### config.mk
export PLATFORM = sky130hd
export DESIGN_NAME = spip_irq_pins
export DESIGN_NICKNAME = d
export VERILOG_FILES = /design/src/hw/spip_pkg.sv /design/src/hw/spip_irq_pins.sv /design/src/hw/spip_ser_qual.sv
export SDC_FILE = /design/constraint.sdc
export NUM_CORES = 1
export LEC_CHECK = 0
export ABC_AREA = 1
export ABC_CLOCK_PERIOD_IN_PS = 5350
export BUFFER_PORTS_ARGS = -buffer_cell sky130_fd_sc_hd__buf_2
export CAP_MARGIN = 20
export CORE_MARGIN = 1.5
export CORE_UTILIZATION = 30
export DETAILED_ROUTE_END_ITERATION = 7
export PLACE_DENSITY = 0.57
export SYNTH_ARGS = -nofsm -noshare
export SYNTH_HDL_FRONTEND = slang
export SYNTH_HIERARCHICAL = 1
export SYNTH_SLANG_ARGS = --single-unit
export TNS_END_PERCENT = 50
### constraint.sdc
create_clock -name i_sys_clk -period 5.35 [get_ports i_sys_clk]
set_input_delay 0.8025 -clock i_sys_clk [delete_from_list [all_inputs] [get_ports i_sys_clk]]
set_output_delay 0.8025 -clock i_sys_clk [all_outputs]
set_load 0.05 [all_outputs]
### src/hw/spip_pkg.sv
// ****************************************************************
// Shared constants for the interrupt pin block
// ****************************************************************
package spip_pkg;
  // Register byte offsets on the Wishbone slave
  localparam logic [7:0] SPIP_SER0_CFG_OFS = 8'h00;
  localparam logic [7:0] SPIP_SER1_CFG_OFS = 8'h04;
  localparam logic [7:0] SPIP_PAR_CTRL_OFS = 8'h08;
  localparam logic [7:0] SPIP_PIN_STAT_OFS = 8'h0C;
  localparam logic [7:0] SPIP_INT_STAT_OFS = 8'h10;
  localparam logic [7:0] SPIP_INT_MASK_OFS = 8'h14;

  // Serial configuration fields
  localparam int SPIP_SER_IER_LSB = 0;  // Four enable bits of serial_int_enable_reg
  localparam int SPIP_SER_OE_BIT = 4;   // modem_ctl_out_enable
  localparam int SPIP_SER_PORT_LSB = 5; // Logical port, 0..3 = one..four

  // Parallel control fields
  localparam int SPIP_PAR_SEL_BIT = 0;  // 0: parallel_irq_a, 1: parallel_irq_b
  localparam int SPIP_PAR_ECP_BIT = 1;  // Extended-capabilities mode
  localparam int SPIP_PAR_IEN_BIT = 4;  // Interrupt enable, control bit 4

  // Interrupt status bit positions
  localparam int SPIP_EV_SER0 = 0;
  localparam int SPIP_EV_SER1 = 1;
  localparam int SPIP_EV_ACK = 2;
  localparam int SPIP_EV_EXT = 3;

  // Reset values
  localparam logic [6:0] SPIP_SER_CFG_RST = 7'h00;
  localparam logic [4:0] SPIP_PAR_CTRL_RST = 5'h00;
  localparam logic [3:0] SPIP_INT_RST = 4'h0;
endpackage : spip_pkg

### src/hw/spip_irq_pins.sv
// The Wishbone register port and the address map were decided locally.
`timescale 1ns/1ps
// Notes on behaviour
// Port two/four on line a, one/three on b.
// Line high when enabled and condition active.
// Line low on service, disable, master reset.
// Cleared output-enable bit floats the serial line. Master reset drives both serial lines low regardless.
// Parallel line active high, follows acknowledge.
// Parallel enable needs bit 4 and line selection.
// Disabled parallel line is left floating.
// Pin bidirectional only in extended mode, configured.
// Second parallel line behaves identically, chosen by select bit 0.
// All lines change on clock edges only.
module spip_irq_pins
  import spip_pkg::*;
(
  input wire logic i_sys_clk,
  input wire logic i_arst_n,
  input wire logic i_master_rst,
  input wire logic [3:0] i_ser0_cond,
  input wire logic [3:0] i_ser1_cond,
  input wire logic i_ser0_clear,
  input wire logic i_ser1_clear,
  input wire logic i_ack_n,
  input wire logic i_parallel_irq_a,
  input wire logic i_parallel_irq_b,
  input wire logic i_wb_cyc,
  input wire logic i_wb_stb,
  input wire logic i_wb_we,
  input wire logic [7:0] i_wb_adr,
  input wire logic [3:0] i_wb_sel,
  input wire logic [31:0] i_wb_dat,
  output logic [31:0] o_wb_dat,
  output logic o_wb_ack,
  output logic o_serial_irq_a,
  output logic o_serial_irq_a_oe_n,
  output logic o_serial_irq_b,
  output logic o_serial_irq_b_oe_n,
  output logic o_parallel_irq_a,
  output logic o_parallel_irq_a_oe_n,
  output logic o_parallel_irq_b,
  output logic o_parallel_irq_b_oe_n,
  output logic o_irq
);
  // ****************************************************************
  // Reset release and pin synchronisers
  // ****************************************************************
  logic [1:0] rst_q; // Reset release chain
  logic rst_n; // Synchronised reset used everywhere below
  logic [1:0] mr_q; // Master reset pin sync
  logic [1:0] ack_q; // Acknowledge pin sync
  logic [1:0] pina_q; // Parallel line a input sync
  logic [1:0] pinb_q; // Parallel line b input sync
  logic mr; // Synchronised master reset
  logic ack_lvl; // Synchronised acknowledge level

  // Two stages: asynchronous assert, clocked release
  always_ff @(posedge i_sys_clk or negedge i_arst_n) begin
    if (!i_arst_n) begin
      rst_q <= 2'h0;
    end else begin
      rst_q <= {rst_q[0], 1'b1};
    end
  end
  assign rst_n = rst_q[1];

  // Pins come from outside, so each passes two flops before use
  always_ff @(posedge i_sys_clk or negedge rst_n) begin
    if (!rst_n) begin
      mr_q <= 2'h0;
      ack_q <= 2'h3;
      pina_q <= 2'h0;
      pinb_q <= 2'h0;
    end else begin
      mr_q <= {mr_q[0], i_master_rst};
      ack_q <= {ack_q[0], i_ack_n};
      pina_q <= {pina_q[0], i_parallel_irq_a};
      pinb_q <= {pinb_q[0], i_parallel_irq_b};
    end
  end
  assign mr = mr_q[1];
  assign ack_lvl = ack_q[1];

  // ****************************************************************
  // Register file
  // ****************************************************************
  logic [6:0] ser0_cfg_q, ser0_cfg_d; // Port 0 enables, output enable, port
  logic [6:0] ser1_cfg_q, ser1_cfg_d; // Port 1 likewise
  logic [4:0] par_ctrl_q, par_ctrl_d; // Parallel control
  logic [3:0] stat_q, stat_d; // Sticky event bits
  logic [3:0] mask_q, mask_d; // Event mask
  logic ack_wb_q, ack_wb_d; // Bus acknowledge
  logic [31:0] rdat_q, rdat_d; // Read data
  logic irq_q, irq_d; // Interrupt output
  logic [3:0] ev; // Event pulses this cycle
  logic wr; // Write strobe, low byte lane
  logic [6:0] pin_stat; // Live pin state for reads

  // Write lands at the edge where the master samples ack; it still holds address and data there
  assign wr = i_wb_cyc & i_wb_stb & i_wb_we & ack_wb_q & i_wb_sel[0];

  // Decode, write and read; set wins over write-one-to-clear
  always_comb begin
    ser0_cfg_d = ser0_cfg_q;
    ser1_cfg_d = ser1_cfg_q;
    par_ctrl_d = par_ctrl_q;
    mask_d = mask_q;
    stat_d = stat_q;
    rdat_d = 32'h0000_0000;
    ack_wb_d = i_wb_cyc & i_wb_stb & !ack_wb_q;
    if (wr) begin
      case (i_wb_adr)
        SPIP_SER0_CFG_OFS: ser0_cfg_d = i_wb_dat[6:0];
        SPIP_SER1_CFG_OFS: ser1_cfg_d = i_wb_dat[6:0];
        SPIP_PAR_CTRL_OFS: par_ctrl_d = i_wb_dat[4:0];
        SPIP_INT_STAT_OFS: stat_d = stat_q & ~i_wb_dat[3:0];
        SPIP_INT_MASK_OFS: mask_d = i_wb_dat[3:0];
        default: ; // Unmapped writes are acknowledged and dropped
      endcase
    end
    stat_d = stat_d | ev;
    if (i_wb_cyc & i_wb_stb & !i_wb_we & !ack_wb_q) begin
      case (i_wb_adr)
        SPIP_SER0_CFG_OFS: rdat_d = {25'h0, ser0_cfg_q};
        SPIP_SER1_CFG_OFS: rdat_d = {25'h0, ser1_cfg_q};
        SPIP_PAR_CTRL_OFS: rdat_d = {27'h0, par_ctrl_q};
        SPIP_PIN_STAT_OFS: rdat_d = {25'h0, pin_stat};
        SPIP_INT_STAT_OFS: rdat_d = {28'h0, stat_q};
        SPIP_INT_MASK_OFS: rdat_d = {28'h0, mask_q};
        default: rdat_d = 32'h0000_0000; // Unmapped reads as zero
      endcase
    end
    // Master reset returns configuration to defaults
    if (mr) begin
      ser0_cfg_d = SPIP_SER_CFG_RST;
      ser1_cfg_d = SPIP_SER_CFG_RST;
      par_ctrl_d = SPIP_PAR_CTRL_RST;
    end
    irq_d = |(stat_d & mask_d);
  end

  // Registers only
  always_ff @(posedge i_sys_clk or negedge rst_n) begin
    if (!rst_n) begin
      ser0_cfg_q <= SPIP_SER_CFG_RST;
      ser1_cfg_q <= SPIP_SER_CFG_RST;
      par_ctrl_q <= SPIP_PAR_CTRL_RST;
      stat_q <= SPIP_INT_RST;
      mask_q <= SPIP_INT_RST;
      ack_wb_q <= 1'b0;
      rdat_q <= 32'h0000_0000;
      irq_q <= 1'b0;
    end else begin
      ser0_cfg_q <= ser0_cfg_d;
      ser1_cfg_q <= ser1_cfg_d;
      par_ctrl_q <= par_ctrl_d;
      stat_q <= stat_d;
      mask_q <= mask_d;
      ack_wb_q <= ack_wb_d;
      rdat_q <= rdat_d;
      irq_q <= irq_d;
    end
  end

  assign o_wb_ack = ack_wb_q;
  assign o_wb_dat = rdat_q;
  assign o_irq = irq_q;

  // ****************************************************************
  // Serial request qualification and routing
  // ****************************************************************
  logic ser0_req; // Port 0 qualified request
  logic ser1_req; // Port 1 qualified request
  logic ser0_oe; // Port 0 output enable
  logic ser1_oe; // Port 1 output enable
  logic ser0_on_a; // Port 0 assigned to two or four
  logic ser1_on_a; // Port 1 assigned to two or four

  assign ser0_oe = ser0_cfg_q[SPIP_SER_OE_BIT];
  assign ser1_oe = ser1_cfg_q[SPIP_SER_OE_BIT];
  // Ports two and four have odd indices
  assign ser0_on_a = ser0_cfg_q[SPIP_SER_PORT_LSB];
  assign ser1_on_a = ser1_cfg_q[SPIP_SER_PORT_LSB];

  spip_ser_qual u_ser0 (
    .i_clk(i_sys_clk),
    .i_rst_n(rst_n),
    .i_clear(i_ser0_clear | mr),
    .i_ier(ser0_cfg_q[SPIP_SER_IER_LSB +: 4]),
    .i_cond(i_ser0_cond),
    .i_out_en(ser0_oe),
    .o_req(ser0_req)
  );

  spip_ser_qual u_ser1 (
    .i_clk(i_sys_clk),
    .i_rst_n(rst_n),
    .i_clear(i_ser1_clear | mr),
    .i_ier(ser1_cfg_q[SPIP_SER_IER_LSB +: 4]),
    .i_cond(i_ser1_cond),
    .i_out_en(ser1_oe),
    .o_req(ser1_req)
  );

  // ****************************************************************
  // Pin drivers
  // ****************************************************************
  logic sa_q, sa_d, sa_oen_q, sa_oen_d; // Serial line a
  logic sb_q, sb_d, sb_oen_q, sb_oen_d; // Serial line b
  logic pa_q, pa_d, pa_oen_q, pa_oen_d; // Parallel line a
  logic pb_q, pb_d, pb_oen_q, pb_oen_d; // Parallel line b
  logic par_en_a; // Parallel line a enabled
  logic par_en_b; // Parallel line b enabled
  logic ecp_a; // Line a bidirectional
  logic ecp_b; // Line b bidirectional
  logic ser0_prev_q, ser1_prev_q, ack_prev_q, ext_prev_q; // Edge history
  logic ext_lvl; // Input seen on the configured bidirectional line

  assign par_en_a = par_ctrl_q[SPIP_PAR_IEN_BIT] & !par_ctrl_q[SPIP_PAR_SEL_BIT];
  assign par_en_b = par_ctrl_q[SPIP_PAR_IEN_BIT] & par_ctrl_q[SPIP_PAR_SEL_BIT];
  assign ecp_a = par_ctrl_q[SPIP_PAR_ECP_BIT] & !par_ctrl_q[SPIP_PAR_SEL_BIT];
  assign ecp_b = par_ctrl_q[SPIP_PAR_ECP_BIT] & par_ctrl_q[SPIP_PAR_SEL_BIT];
  // Only a bidirectional, undriven line is listened to
  assign ext_lvl = (ecp_a & pa_oen_q & pina_q[1]) | (ecp_b & pb_oen_q & pinb_q[1]);
  assign pin_stat = {ext_lvl, !ack_lvl, pb_q, pa_q, sb_q, sa_q, irq_q};

  assign ev[SPIP_EV_SER0] = ser0_req & !ser0_prev_q;
  assign ev[SPIP_EV_SER1] = ser1_req & !ser1_prev_q;
  assign ev[SPIP_EV_ACK] = ack_lvl & !ack_prev_q;
  assign ev[SPIP_EV_EXT] = ext_lvl & !ext_prev_q;

  // Next pin values; ports sharing a line are ORed
  always_comb begin
    sa_d = (ser0_req & ser0_on_a) | (ser1_req & ser1_on_a);
    sb_d = (ser0_req & !ser0_on_a) | (ser1_req & !ser1_on_a);
    sa_oen_d = !((ser0_oe & ser0_on_a) | (ser1_oe & ser1_on_a));
    sb_oen_d = !((ser0_oe & !ser0_on_a) | (ser1_oe & !ser1_on_a));
    pa_d = par_en_a & ack_lvl;
    pb_d = par_en_b & ack_lvl;
    pa_oen_d = !par_en_a;
    pb_oen_d = !par_en_b;
    // Master reset drives both serial lines low
    if (mr) begin
      sa_d = 1'b0;
      sb_d = 1'b0;
      sa_oen_d = 1'b0;
      sb_oen_d = 1'b0;
    end
  end

  // Every pin leaves a flop, so no line glitches
  always_ff @(posedge i_sys_clk or negedge rst_n) begin
    if (!rst_n) begin
      sa_q <= 1'b0;
      sb_q <= 1'b0;
      pa_q <= 1'b0;
      pb_q <= 1'b0;
      sa_oen_q <= 1'b1;
      sb_oen_q <= 1'b1;
      pa_oen_q <= 1'b1;
      pb_oen_q <= 1'b1;
      ser0_prev_q <= 1'b0;
      ser1_prev_q <= 1'b0;
      ack_prev_q <= 1'b1; // Matches the idle acknowledge level, so reset shows no false edge
      ext_prev_q <= 1'b0;
    end else begin
      sa_q <= sa_d;
      sb_q <= sb_d;
      pa_q <= pa_d;
      pb_q <= pb_d;
      sa_oen_q <= sa_oen_d;
      sb_oen_q <= sb_oen_d;
      pa_oen_q <= pa_oen_d;
      pb_oen_q <= pb_oen_d;
      ser0_prev_q <= ser0_req;
      ser1_prev_q <= ser1_req;
      ack_prev_q <= ack_lvl;
      ext_prev_q <= ext_lvl;
    end
  end

  assign o_serial_irq_a = sa_q;
  assign o_serial_irq_b = sb_q;
  assign o_serial_irq_a_oe_n = sa_oen_q;
  assign o_serial_irq_b_oe_n = sb_oen_q;
  assign o_parallel_irq_a = pa_q;
  assign o_parallel_irq_b = pb_q;
  assign o_parallel_irq_a_oe_n = pa_oen_q;
  assign o_parallel_irq_b_oe_n = pb_oen_q;
endmodule : spip_irq_pins

### src/hw/spip_ser_qual.sv
`timescale 1ns/1ps
// ****************************************************************
// One serial port's interrupt request qualifier
// ****************************************************************
module spip_ser_qual
  import spip_pkg::*;
(
  input wire logic i_clk,
  input wire logic i_rst_n,
  input wire logic i_clear,
  input wire logic [3:0] i_ier,
  input wire logic [3:0] i_cond,
  input wire logic i_out_en,
  output logic o_req
);
  logic req_d; // Next request level
  logic req_q; // Registered request level

  // Request is live while an enabled condition is active; it falls as soon
  // as the service routine clears the source or software disables it.
  always_comb begin
    req_d = i_out_en & (|(i_ier & i_cond));
    if (i_clear) begin
      req_d = 1'b0;
    end
  end

  // Register only, so the line never glitches
  always_ff @(posedge i_clk or negedge i_rst_n) begin
    if (!i_rst_n) begin
      req_q <= 1'b0;
    end else begin
      req_q <= req_d;
    end
  end

  assign o_req = req_q;
endmodule : spip_ser_qual

==> impl_metrics.py <==
metrics = {
    "timing": {
        "setup_viol": 0,
        "drv_slew": 0,
        "period_share_pct": 35.82,
        "fin_tns_setup_ns": 0,
        "period_needed_ns": 1.916,
        "slew_headroom_pct": 51.33,
        "rsz0062_at_grt": "no",
        "max_freq_ghz": 0.5218,
        "finalWorstSetupSlack_ns": 3.434,
        "finClkSkew_ns": 0.005654,
        "tightest_slew_ns": 0.7301,
        "final_hold_viol_count": 0,
    },
    "detailed_routing": {
        "firstDrtPassIters": 7,
        "antenna_left": 0,
        "wl_mm": 6.739,
        "num_vias": 2287,
        "avgRoutedWirePerCell_um": 12.60,
        "via_per_inst": 4.275,
        "drtIter0Drc": 202,
        "drc": 0,
    },
    "synth": {
        "synth_cell_types": 29,
        "synth.area.mux_share_pct": 0,
        "synth_seq_area_share_pct": 51.67,
        "synth_top_family_by_area": "simple AND/OR/NAND/NOR gates",
        "ys_warn_count": 6,
        "synth-adder-area-share_pct": 0,
        "yosys.area_share.simple_pct": 27.70,
        "synth_xor_area_share_pct": 0,
        "synthCells": 343,
        "avgSynthCellArea_um2": 8.521,
        "synth_compound_area_share_pct": 8.134,
        "synth_area_um2": 2923,
        "ys_ff_latch": 60,
    },
    "final_layout": {
        "final_util_pct": 36.61,
        "areaGrowthSynthToFinish_pct": 16.82,
        "final_nets": 464,
        "antenna_cells": 0,
        "drive_above_1_share_pct": 26.60,
        "fillers": 1013,
    },
    "setup_path": {
        "worstPathCellList": "buf_2",
        "cpMaxStageDelayCell": "dfstp_2",
        "worst-path-buf-inv": 1,
        "cp_max_fo": 2,
        "critPathKind": "flop to output pin",
        "path_delay_family": "flip-flops",
        "cp_data_arrival_time_ns": 1.11,
        "critPathCaptureType": "output pin",
        "required_ns": 4.55,
        "slowest_delay_ns": 0.53,
        "start_kind": "flop",
    },
    "worst_hold_path": {
        "hp-class": "input port to async pin",
    },
    "clock_network": {
        "cts_hold_buf": 0,
        "h-tree-depth": 3,
        "cts_resized": 0,
        "cts_buffer_depth": 2,
        "worstSkewPairLatency_ns": 0.33,
        "clock-sinks": 60,
        "cts_tree": "yes",
        "clk_pin_slew_worst_paths_ns": 0.06,
        "clock-root-buffer": "clkbuf_8",
        "cts_inserted_buffers": 9,
        "postCtsSetupRepairBufs": 0,
    },
    "power_and_ir_drop": {
        "ir_drop_uv": 120.1,
        "p_per_area_nw_per_um2": 293.6,
        "p_leak_uw": 0.001736,
    },
    "outcome": {
        "status": "finished, final reports clean",
    },
    "placement": {
        "port-buffer-count": 51,
        "place_congestion": 0.8269,
        "place.detailed.hpwl_mm": 5.040,
        "place_ws_ns": 3.140,
    },
    "global_route": {
        "grt_max_degree": 59,
        "grt-ovfl-total": 0,
        "grt_pass1_vias": 2229,
        "grt_pass1_wl_mm": 10.81,
        "track_usage_pct": 14.04,
        "antenna_found_initial": 0,
    },
    "die": {
        "die_area_um2": 10340,
        "rows": 35,
        "coreArea_um2": 9328,
        "start_util_pct": 31.33,
        "die_h_um": 101.7,
        "fp.dieW_um": 101.7,
        "ios": 105,
    },
    "job": {
        "cap_violations": 0,
    },
}
kinds of logic after synthesis:
kind of cell | after synthesis
other | 2
buffers and inverters | 67
flip-flops | 60
AO/OA/AOI/OAI | 35
AND/OR/NAND/NOR | 179
routing by layer:
layer  track usage (%)  vias to the layer above  part of all wire, %  routed length (um)
met5                 0                        -                    0                   0
met3             3.382                        7                  6.6                 442
li1                  -                     1135                    -                   -
met2             21.64                       79                   45                3023
met1             19.16                     1066                   47                3189
met4             5.235                        0                  1.2                  83
cell usage in the layout, fill, tap and decap left out, drive strengths merged:
cell type	count
buf	52
nor3	8
o21ai	23
nor2	35
a21oi	6
clkinv	1
inv	38
conb	26
dfrtp	53
nand3	22
nand2	110
o22ai	2
clkbuf	15
or2	4
dfstp	7
a221oi	2
a31oi	2
stage by stage:
stage | cells | power, uW | area, um2 | hold WS, ns
after floorplan | 367 | 608.6 | 3013 | 0.3312
after global placement | 519 | 627.0 | 3223 | 0.3344
after detailed placement | 519 | 629.3 | 3223 | 0.3364
after CTS | 535 | 1019 | 3415 | 0.2182
after global routing | 535 | 1052 | 3415 | 0.2270
final | 535 | 1002 | 3415 | 0.2423
cells in the mapped netlist, drive strengths merged:
master	instances	area share (%)
or2	4	0.86
nand3	22	4.3
conb	2	0.26
nor3	8	1.9
o21ai	23	4.8
clkbuf	1	0.13
a21oi	6	1.4
buf	28	7.2
nand2	110	14
o22ai	2	0.43
a221oi	2	0.60
a31oi	2	0.86
nor2	35	6.2
inv	38	4.9
dfstp	7	6.3
dfrtp	53	45
power by group:
part | switching, uW | total (uW) | internal [uW] | leakage (uW)
sequential | 16.6 | 493 | 476 | 0.000754
combinational | 99.3 | 127 | 28.1 | 0.000883
clock | 164 | 382 | 219 | 0.0000997
total | 280 | 1000 | 723 | 0.00174
cell type report:
type                            count  area, um2  share of cell area (%)
Clock inverter                      1      5.005                  0.1466
Multi-Input combinational cell    240       1145                   33.53
Tap cell                          129      161.4                   4.727
Sequential cell                    60       1511                   44.27
Timing Repair Buffer               52      262.8                   7.695
Clock buffer                       15      186.4                   5.460
Inverter                           38      142.6                   4.177
state kept, by name (all words and copies together), names as in the netlist, 4 cells and up:
| name | count |
|---|---|
| o_wb_dat | 7 |
| par_ctrl_q | 5 |
| mask_q | 4 |
| ser1_cfg_q | 7 |
| ser0_cfg_q | 7 |
| stat_q | 4 |
final timing paths:
kind	start	end	slack [ns]	cells after the start
max	o_parallel_irq_a_oe_n$_DFF_PN1_	o_parallel_irq_a_oe_n	3.43	1
min	i_arst_n	rst_q[0]$_DFF_PN0_	0.24	1
max reg2reg	o_wb_ack$_DFF_PN0_	ser1_cfg_q[0]$_DFFE_PN0P_	3.76	5
min reg2reg	pina_q[0]$_DFF_PN0_	pina_q[1]$_DFF_PN0_	0.35	0
max in group asynchronous	rst_q[1]$_DFF_PN0_	par_ctrl_q[0]$_DFFE_PN0P_	4.47	1
min in group i_sys_clk	pina_q[0]$_DFF_PN0_	pina_q[1]$_DFF_PN0_	0.35	0
(Power assumes the default switching activity.)
